`config.mk`:
```
export PLATFORM = sky130hd
export DESIGN_NAME = rwx_top
export DESIGN_NICKNAME = d
export VERILOG_FILES = /design/src/include/rwx_pkg.sv /design/src/rwx_tick_timer.sv /design/src/rwx_rb_shift.sv /design/src/rwx_top.sv
export VERILOG_INCLUDE_DIRS = /design/src /design/src/include
export SDC_FILE = /design/constraint.sdc
export NUM_CORES = 2
export LEC_CHECK = 0
export ABC_CLOCK_PERIOD_IN_PS = 7000
export BUFFER_PORTS_ARGS = -buffer_cell sky130_fd_sc_hd__buf_2
export CORE_ASPECT_RATIO = 1.25
export CORE_MARGIN = 2
export CORE_UTILIZATION = 45
export CTS_CLUSTER_DIAMETER = 120
export DETAILED_ROUTE_END_ITERATION = 10
export PLACE_DENSITY = 0.74
export SYNTH_ARGS = -nofsm -noshare
export SYNTH_HDL_FRONTEND = slang
export SYNTH_SLANG_ARGS = --single-unit
```
`constraint.sdc`:
```
create_clock -name pclk -period 7 [get_ports pclk]
set_input_delay 1.05 -clock pclk [delete_from_list [all_inputs] [get_ports pclk]]
set_output_delay 1.05 -clock pclk [all_outputs]
set_load 0.05 [all_outputs]
```
`src/include/rwx_cfg.svh`:
```
`ifndef RWX_CFG_SVH
`define RWX_CFG_SVH
// ==================================================
// Register offsets (byte addresses, one word each)
`define RWX_OFF_R0    8'h00
`define RWX_OFF_R1    8'h04
`define RWX_OFF_R2    8'h08
`define RWX_OFF_R3    8'h0c
`define RWX_OFF_R4    8'h10
`define RWX_OFF_R5    8'h14
`define RWX_OFF_R6    8'h18
`define RWX_OFF_R7    8'h1c
`define RWX_OFF_STAT  8'h20
`define RWX_OFF_NINT  8'h24
`define RWX_OFF_NFRAC 8'h28
`define RWX_IDX_LAST  4'ha
// ==================================================
// Field positions
`define RWX_START_B   31
`define RWX_MUX_HI    30
`define RWX_MUX_LO    27
`define RWX_INT_HI    26
`define RWX_INT_LO    15
`define RWX_FMSB_HI   14
`define RWX_FMSB_LO   3
`define RWX_FLSB_HI   27
`define RWX_FLSB_LO   15
`define RWX_W12_HI    14
`define RWX_W12_LO    3
`define RWX_RTYPE_HI  11
`define RWX_RTYPE_LO  10
`define RWX_CRST_B    3
`define RWX_DIVSEL_B  6
`define RWX_SECONDARY_TICK_DIVIDER_HI   18
`define RWX_SECONDARY_TICK_DIVIDER_LO   7
`define RWX_DMODE_HI  20
`define RWX_DMODE_LO  19
`define RWX_MCTL_HI   25
`define RWX_MCTL_LO   21
`define RWX_HOP_HI    18
`define RWX_HOP_LO    3
`define RWX_SHF_HI    22
`define RWX_SHF_LO    19
`define RWX_BANK_B    23
`define RWX_IMODE_HI  27
`define RWX_IMODE_LO  26
`define RWX_PARAB_B   28
`define RWX_EXTSTP_B  29
`define RWX_STEPS_HI  22
`define RWX_STEPS_LO  3
`define RWX_DSTART_B  15
`define RWX_DCLK_B    16
`define RWX_GAP_B     17
`define RWX_DFL_B     18
`define RWX_FAST_B    19
// ==================================================
// Codes and reset values
`define RWX_MUX_FN    4'hf
`define RWX_MC_DONE   5'h03
`define RWX_MC_IRQ    5'h02
`define RWX_DM_FLOCK  2'h1
`define RWX_IM_OFF    2'h0
`define RWX_IM_STOP   2'h3
`define RWX_RB_BITS   37
`define RWX_RST_WORD  32'h0000_0000
`endif

```
`src/include/rwx_pkg.sv`:
```
package rwx_pkg;
  // ==================================================
  // Sequencer states
  typedef enum logic [2:0] {
    ST_IDLE = 3'b000,
    ST_SDLY = 3'b001,
    ST_RUN  = 3'b010,
    ST_GAP  = 3'b011,
    ST_DONE = 3'b100
  } rwx_state_t;
  // Ramp shapes in the two-bit type field
  typedef enum logic [1:0] {
    RT_SAW   = 2'b00,
    RT_TRI   = 2'b01,
    RT_SAW1  = 2'b10,
    RT_BURST = 2'b11
  } rwx_rtype_t;
endpackage

```
`src/rwx_tick_timer.sv`:
```
`timescale 1ns/1ps
// Down-counter: word units of unit cycles each
module rwx_tick_timer #(
  parameter int W = 12
) (
  input  wire logic         pclk,       // Clock
  input  wire logic         presetn,    // Async reset
  input  wire logic         load,       // Start a new count
  input  wire logic [W-1:0] word,       // Number of units
  input  wire logic [W-1:0] unit,       // Cycles per unit
  output logic              busy,       // Counting
  output logic              first_unit, // Inside first unit
  output logic              done        // One-cycle end pulse
);
  logic [W-1:0] wcnt_r;
  logic [W-1:0] ucnt_r;
  logic         busy_r;
  logic         first_r;
  logic         done_r;
  // ==================================================
  // Counting
  // Zero word or unit counts as one, so a load never hangs
  wire unit_end = busy_r && (ucnt_r <= W'(1));
  wire last     = unit_end && (wcnt_r <= W'(1));

  always_ff @(posedge pclk or negedge presetn)
  begin
    if (!presetn)
    begin
      wcnt_r  <= '0;
      ucnt_r  <= '0;
      busy_r  <= 1'b0;
      first_r <= 1'b0;
      done_r  <= 1'b0;
    end
    else
    begin
      done_r <= last && !load;
      if (load)
      begin
        wcnt_r  <= word;
        ucnt_r  <= unit;
        busy_r  <= 1'b1;
        first_r <= 1'b1;
      end
      else if (unit_end)
      begin
        ucnt_r  <= unit;
        wcnt_r  <= wcnt_r - W'(1);
        first_r <= 1'b0;
        busy_r  <= !last;
      end
      else if (busy_r)
        ucnt_r <= ucnt_r - W'(1);
    end
  end

  assign busy       = busy_r;
  assign first_unit = first_r;
  assign done       = done_r;
endmodule

```
`src/rwx_rb_shift.sv`:
```
`timescale 1ns/1ps
// Readback shifter, MSB first
module rwx_rb_shift #(
  parameter int N = 37
) (
  input  wire logic         pclk,    // Clock
  input  wire logic         presetn, // Async reset
  input  wire logic         load,    // Capture word
  input  wire logic [N-1:0] din,     // Word to send
  input  wire logic         shift,   // Advance one bit
  output logic              dout     // Current bit
);
  logic [N-1:0] sr_r;
  // ==================================================
  // Load wins over shift so a new capture is never torn
  always_ff @(posedge pclk or negedge presetn)
  begin
    if (!presetn)
      sr_r <= '0;
    else if (load)
      sr_r <= din;
    else if (shift)
      sr_r <= {sr_r[N-2:0], 1'b0};
  end

  assign dout = sr_r[N-1];
endmodule

```
`src/rwx_top.sv`:
```
`timescale 1ns/1ps
`include "rwx_cfg.svh"
// Notes on behaviour
// - delayed start holds off ramp start
// - delay equals PFD period times word
// - clock select multiplies delay by divider
// - gap delay between sawtooth/triangle bursts
// - fast lock in first gap period
// - parabolic steps grow by step index
// - fast ramp uses separate down-slope bank
// - ramp start bit begins stepping
// - ramp-complete pulse on status pin
// - trigger pin steps ramp, timer bypassed
// - trigger rising edge raises interrupt
// - mode 00 off, 01 continue, 11 stop
// - readback only while ramp active
// - capture 37-bit word, shift out
// - bits change on serial clock rise
// - R0 write opens fast-lock window
// - R0 write opens no fast-lock window during ramp mode
// - each tick before the end tick adds shifted hop word, subtracts it on a triangle down slope
module rwx_top #(
  parameter int AW = 8
) (
  input  wire logic          pclk,              // PFD-rate clock
  input  wire logic          presetn,           // Async reset
  input  wire logic          psel,              // APB select
  input  wire logic          penable,           // APB enable
  input  wire logic          pwrite,            // APB direction
  input  wire logic [AW-1:0] paddr,             // APB address
  input  wire logic [31:0]   pwdata,            // APB write data
  output logic [31:0]        prdata,            // APB read data
  output logic               pready,            // APB ready
  output logic               pslverr,           // APB error
  input  wire logic          step_trigger,      // External step pin
  input  wire logic          readback_clk,      // Host serial clock
  output logic               status_output_pin, // Status pin
  output logic               fast_lock_out,     // Wide bandwidth
  output logic               ramp_active,       // Ramp running
  output logic [11:0]        n_int_out,         // Divider integer
  output logic [24:0]        n_frac_out         // Divider fraction
);
  // ==================================================
  // Register file
  logic [31:0] cfg_r [0:7];
  logic [11:0] ramp_tick_divider_b [0:1];
  logic [15:0] hop_b [0:1];
  logic [3:0]  shf_b [0:1];
  logic [19:0] stp_b [0:1];
  logic [31:0] prdata_r;
  logic        pready_r;
  logic        pslverr_r;

  function automatic logic hit(input logic en, input logic [3:0] a,
                               input logic [3:0] i);
    return en && (a == i);
  endfunction

  // Access phase completes on the cycle pready is high
  wire       setup  = psel && !penable;
  wire       acc    = psel && penable && pready_r;
  wire       wr_acc = acc && pwrite;
  wire [3:0] widx   = paddr[5:2];
  wire       mapped = (paddr[1:0] == 2'b00) && (paddr[AW-1:6] == '0) &&
                      (widx <= `RWX_IDX_LAST);
  wire       r0_wr  = hit(wr_acc && mapped, widx, 4'h0);

  // Plain words hold every field; R0 to R7 writable
  always_ff @(posedge pclk or negedge presetn)
  begin
    if (!presetn)
      for (int i = 0; i < 8; i++)
        cfg_r[i] <= `RWX_RST_WORD;
    else if (wr_acc && mapped && !widx[3])
      cfg_r[widx[2:0]] <= pwdata;
  end

  // Banked slope settings; R5/R6 bank picked by the write's own bit 23, R2 bank by the R4 select bit
  genvar b;
  generate
    for (b = 0; b < 2; b++)
    begin : g_bank
      wire w2 = hit(wr_acc && mapped, widx, 4'h2) &&
                (cfg_r[4][`RWX_DIVSEL_B] == 1'(b));
      wire w5 = hit(wr_acc && mapped, widx, 4'h5) &&
                (pwdata[`RWX_BANK_B] == 1'(b));
      wire w6 = hit(wr_acc && mapped, widx, 4'h6) &&
                (pwdata[`RWX_BANK_B] == 1'(b));
      always_ff @(posedge pclk or negedge presetn)
      begin
        if (!presetn)
        begin
          ramp_tick_divider_b[b] <= '0;
          hop_b[b]  <= '0;
          shf_b[b]  <= '0;
          stp_b[b]  <= '0;
        end
        else
        begin
          if (w2)
            ramp_tick_divider_b[b] <= pwdata[`RWX_W12_HI:`RWX_W12_LO];
          if (w5)
            hop_b[b] <= pwdata[`RWX_HOP_HI:`RWX_HOP_LO];
          if (w5)
            shf_b[b] <= pwdata[`RWX_SHF_HI:`RWX_SHF_LO];
          if (w6)
            stp_b[b] <= pwdata[`RWX_STEPS_HI:`RWX_STEPS_LO];
        end
      end
    end
  endgenerate

  // ==================================================
  // Decoded controls
  wire [3:0]  mux_sel  = cfg_r[0][`RWX_MUX_HI:`RWX_MUX_LO];
  wire [36:0] n_base   = {cfg_r[0][`RWX_INT_HI:`RWX_INT_LO],
                          cfg_r[0][`RWX_FMSB_HI:`RWX_FMSB_LO],
                          cfg_r[1][`RWX_FLSB_HI:`RWX_FLSB_LO]};
  wire [1:0]  rtype    = cfg_r[3][`RWX_RTYPE_HI:`RWX_RTYPE_LO];
  wire        cnt_rst  = cfg_r[3][`RWX_CRST_B];
  wire [11:0] secondary_tick_divider     = cfg_r[4][`RWX_SECONDARY_TICK_DIVIDER_HI:`RWX_SECONDARY_TICK_DIVIDER_LO];
  wire [1:0]  dmode    = cfg_r[4][`RWX_DMODE_HI:`RWX_DMODE_LO];
  wire [4:0]  mctl     = cfg_r[4][`RWX_MCTL_HI:`RWX_MCTL_LO];
  wire [1:0]  imode    = cfg_r[5][`RWX_IMODE_HI:`RWX_IMODE_LO];
  wire        parab    = cfg_r[5][`RWX_PARAB_B];
  wire        ext_en   = cfg_r[5][`RWX_EXTSTP_B];
  wire [11:0] dly_word = cfg_r[7][`RWX_W12_HI:`RWX_W12_LO];
  wire        dstart   = cfg_r[7][`RWX_DSTART_B];
  wire        dclk_sel = cfg_r[7][`RWX_DCLK_B];
  wire        gap_en   = cfg_r[7][`RWX_GAP_B];
  wire        dfl_en   = cfg_r[7][`RWX_DFL_B];
  wire        fast_en  = cfg_r[7][`RWX_FAST_B];
  wire        mux_done = (mux_sel == `RWX_MUX_FN) && (mctl == `RWX_MC_DONE);
  wire        mux_irq  = (mux_sel == `RWX_MUX_FN) && (mctl == `RWX_MC_IRQ);

  // ==================================================
  // Sequencer state
  rwx_pkg::rwx_state_t st_r, st_nxt;
  logic [36:0] n_r, n_nxt;
  logic [36:0] inc_r, inc_nxt;
  logic [19:0] idx_r, idx_nxt;
  logic        dir_r, dir_nxt;
  logic        done_r, done_nxt;
  logic        go_r, stop_r, halt_r;
  logic        trig_q_r, sclk_q_r, fl_r, pin_r;
  logic        dly_ld, tmr_ld;
  logic        dly_done, dly_first, tmr_done, fl_busy, rb_bit;
  logic        step_v;
  logic [36:0] stp_amt;

  // Down slope of a fast triangle reads bank 1
  wire        bk      = fast_en && (rtype == rwx_pkg::RT_TRI) && dir_r;
  wire [19:0] steps   = stp_b[bk];
  wire [36:0] hop     = 37'($signed(hop_b[bk])) << shf_b[bk];
  wire        active  = (st_r != rwx_pkg::ST_IDLE);
  // Pins are synchronous, so one flop is enough for edges
  wire        trig_rise = step_trigger && !trig_q_r;
  wire        sclk_rise = readback_clk && !sclk_q_r;
  wire        tick    = (ext_en ? trig_rise : tmr_done) && !halt_r;
  wire        gap_ok  = gap_en && ((rtype == rwx_pkg::RT_SAW) ||
                                   (rtype == rwx_pkg::RT_TRI));
  wire [11:0] dly_unit = dclk_sel ? ramp_tick_divider_b[0] : 12'h001;
  wire        irq_hit = trig_rise && mux_irq && (imode != `RWX_IM_OFF)
                        && active;
  wire        fl_ld   = r0_wr && (dmode == `RWX_DM_FLOCK) && !active &&
                        !pwdata[`RWX_START_B];

  // Step amount; parabola accumulates one hop per step
  always_comb
  begin
    stp_amt = parab ? inc_r + hop : hop;
  end

  // Next-state logic
  always_comb
  begin
    st_nxt   = st_r;
    n_nxt    = n_r;
    idx_nxt  = idx_r;
    inc_nxt  = inc_r;
    dir_nxt  = dir_r;
    done_nxt = 1'b0;
    dly_ld   = 1'b0;
    tmr_ld   = 1'b0;
    step_v   = st_r == rwx_pkg::ST_RUN && tick;
    if (stop_r)
      st_nxt = rwx_pkg::ST_IDLE;
    else if (go_r)
    begin
      n_nxt   = n_base;
      idx_nxt = '0;
      inc_nxt = '0;
      dir_nxt = 1'b0;
      if (dstart)
      begin
        st_nxt = rwx_pkg::ST_SDLY;
        dly_ld = 1'b1;
      end
      else
      begin
        st_nxt = rwx_pkg::ST_RUN;
        tmr_ld = !ext_en;
      end
    end
    else
      case (st_r)
        rwx_pkg::ST_IDLE:
          n_nxt = n_base;
        rwx_pkg::ST_SDLY:
          if (dly_done)
          begin
            st_nxt = rwx_pkg::ST_RUN;
            tmr_ld = !ext_en;
          end
        rwx_pkg::ST_RUN:
          if (step_v)
          begin
            tmr_ld = !ext_en;
            if (idx_r != steps)
            begin
              n_nxt    = dir_r ? n_r - stp_amt : n_r + stp_amt;
              inc_nxt  = parab ? stp_amt : inc_r;
              idx_nxt  = idx_r + 20'h00001;
              done_nxt = (idx_r + 20'h00001) == steps;
              if (done_nxt && rtype == rwx_pkg::RT_BURST)
                st_nxt = rwx_pkg::ST_DONE;
            end
            else
            begin
              // End tick: turn round or return to base
              idx_nxt = '0;
              inc_nxt = '0;
              if (rtype == rwx_pkg::RT_TRI)
                dir_nxt = !dir_r;
              else
                n_nxt = n_base;
              if (rtype == rwx_pkg::RT_SAW1 || rtype == rwx_pkg::RT_BURST)
                st_nxt = rwx_pkg::ST_DONE;
              else if (gap_ok)
              begin
                st_nxt = rwx_pkg::ST_GAP;
                dly_ld = 1'b1;
                tmr_ld = 1'b0;
              end
            end
          end
        rwx_pkg::ST_GAP:
          if (dly_done)
          begin
            st_nxt = rwx_pkg::ST_RUN;
            tmr_ld = !ext_en;
          end
        rwx_pkg::ST_DONE:
          st_nxt = rwx_pkg::ST_DONE;
        default:
          st_nxt = rwx_pkg::ST_IDLE;
      endcase
    // Held counter reset restarts the step counters
    if (cnt_rst && !stop_r)
    begin
      idx_nxt = '0;
      inc_nxt = '0;
    end
  end

  // ==================================================
  // Sequencer and pin registers
  always_ff @(posedge pclk or negedge presetn)
  begin
    if (!presetn)
    begin
      st_r   <= rwx_pkg::ST_IDLE;
      n_r    <= '0;
      inc_r  <= '0;
      idx_r  <= '0;
      dir_r  <= 1'b0;
      done_r <= 1'b0;
    end
    else
    begin
      st_r   <= st_nxt;
      n_r    <= n_nxt;
      inc_r  <= inc_nxt;
      idx_r  <= idx_nxt;
      dir_r  <= dir_nxt;
      done_r <= done_nxt;
    end
  end

  // Start/stop taken one cycle after the write so R0 fields settle
  always_ff @(posedge pclk or negedge presetn)
  begin
    if (!presetn)
    begin
      go_r     <= 1'b0;
      stop_r   <= 1'b0;
      halt_r   <= 1'b0;
      trig_q_r <= 1'b0;
      sclk_q_r <= 1'b0;
      fl_r     <= 1'b0;
      pin_r    <= 1'b0;
    end
    else
    begin
      go_r     <= r0_wr && pwdata[`RWX_START_B];
      stop_r   <= r0_wr && !pwdata[`RWX_START_B];
      trig_q_r <= step_trigger;
      sclk_q_r <= readback_clk;
      if (irq_hit && imode == `RWX_IM_STOP)
        halt_r <= 1'b1;
      else if (go_r || stop_r)
        halt_r <= 1'b0;
      fl_r  <= fl_busy || (dfl_en && st_r == rwx_pkg::ST_GAP && dly_first);
      pin_r <= mux_done ? done_r : (mux_irq ? rb_bit : 1'b0);
    end
  end

  // ==================================================
  // Timers and readback
  rwx_tick_timer #(.W(12)) u_delay (
    .pclk       (pclk),
    .presetn    (presetn),
    .load       (dly_ld),
    .word       (dly_word),
    .unit       (dly_unit),
    .busy       (),
    .first_unit (dly_first),
    .done       (dly_done)
  );

  // Step interval is ramp divider times secondary divider
  rwx_tick_timer #(.W(12)) u_step (
    .pclk       (pclk),
    .presetn    (presetn),
    .load       (tmr_ld),
    .word       (secondary_tick_divider),
    .unit       (ramp_tick_divider_b[bk]),
    .busy       (),
    .first_unit (),
    .done       (tmr_done)
  );

  rwx_tick_timer #(.W(12)) u_flock (
    .pclk       (pclk),
    .presetn    (presetn),
    .load       (fl_ld),
    .word       (secondary_tick_divider),
    .unit       (ramp_tick_divider_b[0]),
    .busy       (fl_busy),
    .first_unit (),
    .done       ()
  );

  rwx_rb_shift #(.N(`RWX_RB_BITS)) u_rb (
    .pclk    (pclk),
    .presetn (presetn),
    .load    (irq_hit),
    .din     (n_r),
    .shift   (sclk_rise),
    .dout    (rb_bit)
  );

  // ==================================================
  // APB answer: zero wait, registered in the setup cycle
  logic [31:0] rd_w;
  always_comb
  begin
    case (widx)
      4'h8:    rd_w = {4'h0, idx_r, 3'h0, fl_r, halt_r, dir_r, done_r,
                       active};
      4'h9:    rd_w = {20'h00000, n_r[36:25]};
      4'ha:    rd_w = {7'h00, n_r[24:0]};
      default: rd_w = widx[3] ? 32'h0000_0000 : cfg_r[widx[2:0]];
    endcase
  end

  always_ff @(posedge pclk or negedge presetn)
  begin
    if (!presetn)
    begin
      prdata_r  <= '0;
      pready_r  <= 1'b0;
      pslverr_r <= 1'b0;
    end
    else
    begin
      pready_r  <= setup;
      pslverr_r <= setup && !mapped;
      prdata_r  <= (setup && mapped && !pwrite) ? rd_w : 32'h0000_0000;
    end
  end

  assign prdata            = prdata_r;
  assign pready            = pready_r;
  assign pslverr           = pslverr_r;
  assign status_output_pin = pin_r;
  assign fast_lock_out     = fl_r;
  assign ramp_active       = st_r != rwx_pkg::ST_IDLE ? 1'b1 : 1'b0;
  assign n_int_out         = n_r[36:25];
  assign n_frac_out        = n_r[24:0];
endmodule

```
======== Yosys cells after proc, flatten, opt, wreduce, memory -nomap -nowiden ========
Index checks and enable logic that the tools add are counted.
cells by class
  magnitude comparators ................... 10
  reductions and logical operators ........ 100
  bitwise gates (word level) .............. 5
  shift operators ......................... 1
  mux-type cells .......................... 110
  add/subtract/negate cells ............... 10
  equality and inequality tests ........... 30
operators by type and width
  kind                     number
  $mux W37                 15
  $bwmux W256              1
  $mux W12                 19
  $mux W20                 9
  $mux W32                 5
  $bmux W32 S3             1
  $demux W32 S3            1
  $pmux W32 S3             1
  $add A37 B37 Y37         2
  $pmux W37 S2             1
  $le A12 B1 Y1 const B    6
  $sub A12 B1 Y12 const B  6
  $logic_and A1 B1 Y1      52
  $mux W16                 3
  $mux W1                  40
  $shl A37 B4 Y37          1
  $sub A37 B37 Y37         1
  $mux W3                  8
  $reduce_bool A3 Y1       7
  $add A20 B1 Y20 const B  1
  $eq A20 B20 Y1           1
  $ne A20 B20 Y1           1
  $reduce_bool A2 Y1       9
  $logic_not A1 Y1         17
  36 further kinds         58
storage, ports and cells
  bits of input ports ..................... 47
  word-level logic and storage cells ...... 311
  bits in registers ....................... 615
  output and inout bits ................... 74

======== Logic depth before layout (Yosys ltp) ========
  depth in word-level cells ............... 17
  depth in mapped cells ................... 40
  gate-level depth less buffers ........... 35

======== Cells and area by module ========
From an unflattened synthesis, not the netlist that was laid out.
unflattened totals
  cell total of the unflattened synthesis .. 3,397
  area total of the unflattened synthesis .. 35,549.1 µm²
modules (own cells, without submodules)
  module          area an instance (µm²)  cells an instance  instances
  rwx_top         28,741.3                2,691              1
  rwx_tick_timer  1,692.9                 182                3
  rwx_rb_shift    1,729.2                 160                1

======== Worst setup path after synthesis ========
No wires, ideal clock.
  path type ............................... reg2reg
  from .................................... register cfg_r[139] (netlist name)
  to ...................................... register n_r[36]
  clock period less this slack ............ 7.725 ns
  arrival time ............................ 7.584 ns
  path slack .............................. -0.725 ns
  data required time ...................... 6.859 ns
  setup time .............................. 0.141 ns
  stages on the path, launching flop included .. 35
  cell sequence ........................... dfrtp_1 -> and4b_1 -> buf_6 -> mux2_4 -> clkbuf_1 -> and3_1 -> a21oi_1 -> nand2_1 -> nor2_1 -> ha_1 -> a21o_1 -> a21oi_1 -> inv_1 -> maj3_2 -> maj3_4 -> xnor2_1 -> a2111oi_1 -> nor4b_2 -> and3_2 -> and3_1 -> a31oi_1 -> xor2_1 -> ha_1 -> a21o_1 -> a21o_1 -> a21o_1 -> a21oi_1 -> o31ai_1 -> a221o_1 -> a21oi_1 -> o21ai_0 -> a31oi_1 -> o21ai_0 -> xnor3_1 -> o221ai_1
on the way
  longest elaborated chain between the ends .. 16
  elaborated cells on any way between the ends .. 26
ends and longest elaborated chain
  element                                                                        RTL line                        text
  start, declared                                                                rwx_top.sv:45                   logic [31:0] cfg_r [0:7];
  start signal, assigned by index                                                rwx_top.sv:73                   cfg_r[i] <= `RWX_RST_WORD;
  start signal, assigned by index                                                rwx_top.sv:75                   cfg_r[widx[2:0]] <= pwdata;
  $eq A2 B1 Y1 (*)                                                               rwx_top.sv:152, rwx_top.sv:233
  $logic_and A1 B1 Y1 (2 in a row)                                               rwx_top.sv:152                  wire bk = fast_en && (rtype == rwx_pkg::RT_TRI) && dir_r;
  $not A1 Y2 (implied by the code)                                               rwx_top.sv:153, rwx_top.sv:154
  $mux W16 (implied by the code) / $mux W4 (equally long branches) (3 in a row)  rwx_top.sv:154                  wire [36:0] hop = 37'($signed(hop_b[bk])) << shf_b[bk];
  $shl A37 B4 Y37                                                                rwx_top.sv:154
  $add A37 B37 Y37                                                               rwx_top.sv:171                  stp_amt = parab ? inc_r + hop : hop;
  $mux W37                                                                       rwx_top.sv:171
  $add A37 B37 Y37 / $sub A37 B37 Y37 (equally long branches)                    rwx_top.sv:221                  n_nxt = dir_r ? n_r - stp_amt : n_r + stp_amt;
  $mux W37                                                                       rwx_top.sv:221
  $mux W37                                                                       rwx_top.sv:219                  if (idx_r != steps)
  $mux W37                                                                       rwx_top.sv:216                  if (step_v)
  $pmux W37 S2                                                                   rwx_top.sv:206                  case (st_r)
  $mux W37                                                                       rwx_top.sv:188                  else if (go_r)
  end signal, assigned                                                           rwx_top.sv:282                  n_r <= n_nxt;
  end, declared                                                                  rwx_top.sv:139                  logic [36:0] n_r, n_nxt;
Every way passes the cells marked *; elsewhere a longest branch is shown, timed or not. The select of a mux whose other input is x is not followed.
A chain may end at the register's enable or synchronous reset.

======== Final worst setup path ========
  from .................................... register cfg_r[139] (netlist name)
  to ...................................... register n_r[34]
The elaborated chain is that of the path after synthesis.

==> key figures <==
Status
  • Status: finished with violations
  • Failing checks: negative setup slack

Place
  • Place WS: -267 ps
  • Gp weighted congestion: 0.943
  • Placed inst area: 0.0386 mm2
  • DP Cell Count: 4528
  • DPL Wire Length: 76.1 mm
  • I/O Buffers: 120

Timing
  • Setup ws final: -93.1 ps
  • Worst Tran Pin Value: 1340 ps
  • Fin. Hold Viols: 0
  • Final period util: 1.01
  • Clock skew: 38.9 ps
  • Fin. max-slew vios: 0
  • Min Tclk post-route: 7090 ps
  • Final Setup Violations: 4
  • RSZ-0062 raised after global routing: true
  • Rel. slew slack: 0.105
  • Max Fclk: 141 MHz

Clocking
  • Cts bufs inserted: 67
  • H-tree Lvls: 3
  • Clock latency on the worst-skew pair: 630 ps
  • CTS Buffer Depth: 3
  • Clk sink count: 615
  • Reg clk slew, reported paths: 60 ps
  • Root buffer cell: clkbuf_16
  • CTS tree: built

Pwr
  • Max IR drop VDD: 0.197 mV
  • Lkg Pwr: 0.0197 uW
  • PD cells: 208 mW/mm2

GRT
  • Initial antenna violation count: 5
  • Largest net degree at the start of global routing: 185
  • Global-route wire length before repair: 165 mm
  • GR Overflow Total: 0
  • GRT Overall Usage: 0.269
  • Vias in the first global route: 28200

Worst setup path
  • Slowest stage delay, CP: 450 ps
  • Worst reg-to-reg setup slack: -90 ps
  • End of the critical path: n_r[34]$_DFFE_PN0P_
  • Worst path slowest cell: and4b_4
  • Required time of the critical path: 7480 ps
  • Worst Setup Path Type: flip-flop to flip-flop
  • CP most frequent cell: a21o_1
  • Critical R2R Capture: n_r[34]$_DFFE_PN0P_
  • Worst Setup SP: cfg_r[139]$_DFFE_PN0P_
  • Crit. End Element: flip-flop
  • Crit Path Max Fanout: 8
  • CP Launch Type: flip-flop
  • R2R depth: 34
  • Worst r2r src: cfg_r[139]$_DFFE_PN0P_
  • Critical Path AT: 7580 ps

Synthesis
  • Synth warnings: 0
  • EDFF count, synth: 0
  • Fraction of the yosys area taken by sequential cells: 0.441
  • Commonest register cell after synthesis: dfrtp_1
  • Yosys cell types: 100
  • Net count after synthesis: 3446
  • #FFs+latches synth: 615
  • Mapped Cells: 3313
  • Ys async rst share: 1.00
  • Mean Syn Cell Area: 10.5 um2
  • Post-synthesis cell area: 0.0349 mm2

Floorplan
  • Area of the die: 0.0798 mm2
  • Core area: 0.0770 mm2
  • Ports: 121
  • Row cnt: 114
  • Die H: 315 um
  • Starting density of the core: 0.453
  • Die W: 253 um

Final layout
  • Area Growth Syn to Fin: 19.5%
  • Layout Nets: 3771
  • Layout cells sized above 1: 0.315
  • Fin cells: 4678
  • Cell area after layout: 0.0417 mm2

Detailed routing
  • WL/cell: 23.0 um
  • Final ANT Viol Nets: 0
  • DRC viols: 0
  • Violation count after the first detailed-route iteration: 2325
  • Final WL: 108 mm
  • Pre-antenna DRT Iters: 7
  • Vias: 27800
  • Drt via density: 5.95

Flow run
  • Max Cap Violations: 0

Min path
  • Hold Crit Class: input pin to asynchronous set/reset pin
[cell usage after synthesis (7+ instances only)]
cell / n / share of area
nand3b_1: 13 / 0.0028
a22o_1: 12 / 0.0030
mux2i_1: 169 / 0.048
a32o_1: 7 / 0.0020
nand3_1: 60 / 0.0086
o211ai_1: 13 / 0.0028
o21ai_0: 224 / 0.032
mux4_2: 65 / 0.042
nor2b_1: 31 / 0.0056
xnor2_1: 116 / 0.029
nor2_1: 249 / 0.027
nand2b_1: 24 / 0.0043
o21a_1: 11 / 0.0024
ha_1: 84 / 0.030
clkbuf_1: 153 / 0.016
a211oi_1: 16 / 0.0034
a21o_1: 54 / 0.012
a31oi_1: 41 / 0.0074
nand4_1: 19 / 0.0034
or3_1: 15 / 0.0027
xor2_1: 64 / 0.016
nor3_1: 51 / 0.0073
dfrtp_1: 615 / 0.44
o21bai_1: 11 / 0.0024
and3_1: 35 / 0.0063
buf_2: 9 / 0.0013
and2_1: 19 / 0.0034
nand2_1: 273 / 0.029
nor4_1: 26 / 0.0047
a21oi_1: 173 / 0.025
buf_1: 49 / 0.0053
o31ai_1: 23 / 0.0049
inv_1: 60 / 0.0065
mux2_2: 367 / 0.12
o22a_1: 13 / 0.0033
or4_1: 13 / 0.0028
[flip-flops by register name (all words and copies together) (netlist names), 3 cells and up]
signal,count
cfg_r,256
u_delay.wcnt_r,12
stp_b,40
ramp_tick_divider_b,24
inc_r,37
idx_r,20
prdata,32
u_flock.ucnt_r,12
st_r,3
hop_b,32
u_step.ucnt_r,12
u_rb.sr_r,37
u_step.wcnt_r,12
u_flock.wcnt_r,12
n_r,37
shf_b,8
u_delay.ucnt_r,12
[critical path: cells and delay by family, from the launching register on]
family	cells	cell delay (ps)
compound gates	15	2530
simple gates	7	1610
fa+ha+maj	4	1270
mux	2	450
xor+xnor	3	380
flops	1	370
buf+inv	3	340
[layer usage]
| layer | global-route usage | part of all wire | vias to the layer above |
|---|---|---|---|
| met2 | 0.458 | 0.49 | 928 |
| met4 | 0.157 | 0.065 | 2 |
| met3 | 0.0384 | 0.055 | 287 |
| met5 | 0 | 0.00013 | - |
| met1 | 0.327 | 0.39 | 14000 |
| li1 | - | - | 12600 |
[area by class of cell]
class,instances,area [um2]
clock buffer,83,1820
fill,6541,35300
clock inverter,38,547
multi-input combinational,2422,19100
timing repair buffer,470,3350
tap,986,1230
sequential,615,15400
inverter,62,233
antenna,2,5.00
[kinds of logic (layout without fill, tap and decap cells)]
family / count (synthesis) / after routing / synth area share
compound gates: 680 / 680 / 0.122
fa+ha+maj: 88 / 88 / 0.0320
mux: 602 / 603 / 0.209
xor+xnor: 181 / 181 / 0.0458
buf+inv: 277 / 653 / 0.0309
flops: 615 / 615 / 0.441
simple gates: 870 / 870 / 0.119
other cells: 0 / 2 / 0
[per-stage QoR]
stage          power (uW)  hold slack, ps  TNS, ps   util
6_report             8660             420     -240  0.541
5_1_grt              8970             490    -3640  0.541
4_1_cts              8640             461        0  0.536
3_5_place_dp         4870             470     -905  0.501
3_3_place_gp         4860             462     -468  0.501
2_1_floorplan        4400             441        0      -
[power breakdown]
| part | internal [uW] | switching (uW) | total, uW |
|---|---|---|---|
| clock network | 2180 | 1580 | 3760 |
| registers | 3580 | 54.8 | 3640 |
| logic | 543 | 716 | 1260 |
| total | 6310 | 2350 | 8660 |
[cells in the final DEF, fill, tap and decap left out, drive strengths merged, types with 11 or more instances in the layout]
cell,count
a211oi,18
a21o,54
a21oi,174
a22o,12
a31oi,41
and2,20
and3,36
buf,470
clkbuf,83
clkinv,23
dfrtp,615
ha,84
inv,64
mux2,369
mux2i,169
mux4,65
nand2,273
nand2b,24
nand3,60
nand3b,13
nand4,19
nor2,250
nor2b,31
nor3,54
nor4,28
o211ai,13
o21a,11
o21ai,227
o21bai,11
o22a,13
o31ai,24
or3,15
or4,14
xnor2,116
xor2,64
[worst min-delay path by stage]
stage,end,cells after the start
2_1_floorplan,u_step.done$_DFF_PN0_,1
3_3_place_gp,cfg_r[255]$_DFFE_PN0P_,1
3_5_place_dp,cfg_r[255]$_DFFE_PN0P_,1
4_1_cts,u_step.ucnt_r[6]$_DFFE_PN0P_,1
5_1_grt,ramp_tick_divider_b[3]$_DFFE_PN0P_,1
6_report,u_flock.ucnt_r[3]$_DFFE_PN0P_,1
[repair_timing]
action / in CTS / in global routing
endpoints found under the setup margin: 7 / 18
resized for setup: 34 / 80
pin swaps: 23 / 65
cloned: 1 / 0
buffers inserted: 15 / 12
hold buffers: 0 / 0
(Power assumes the default switching activity.)
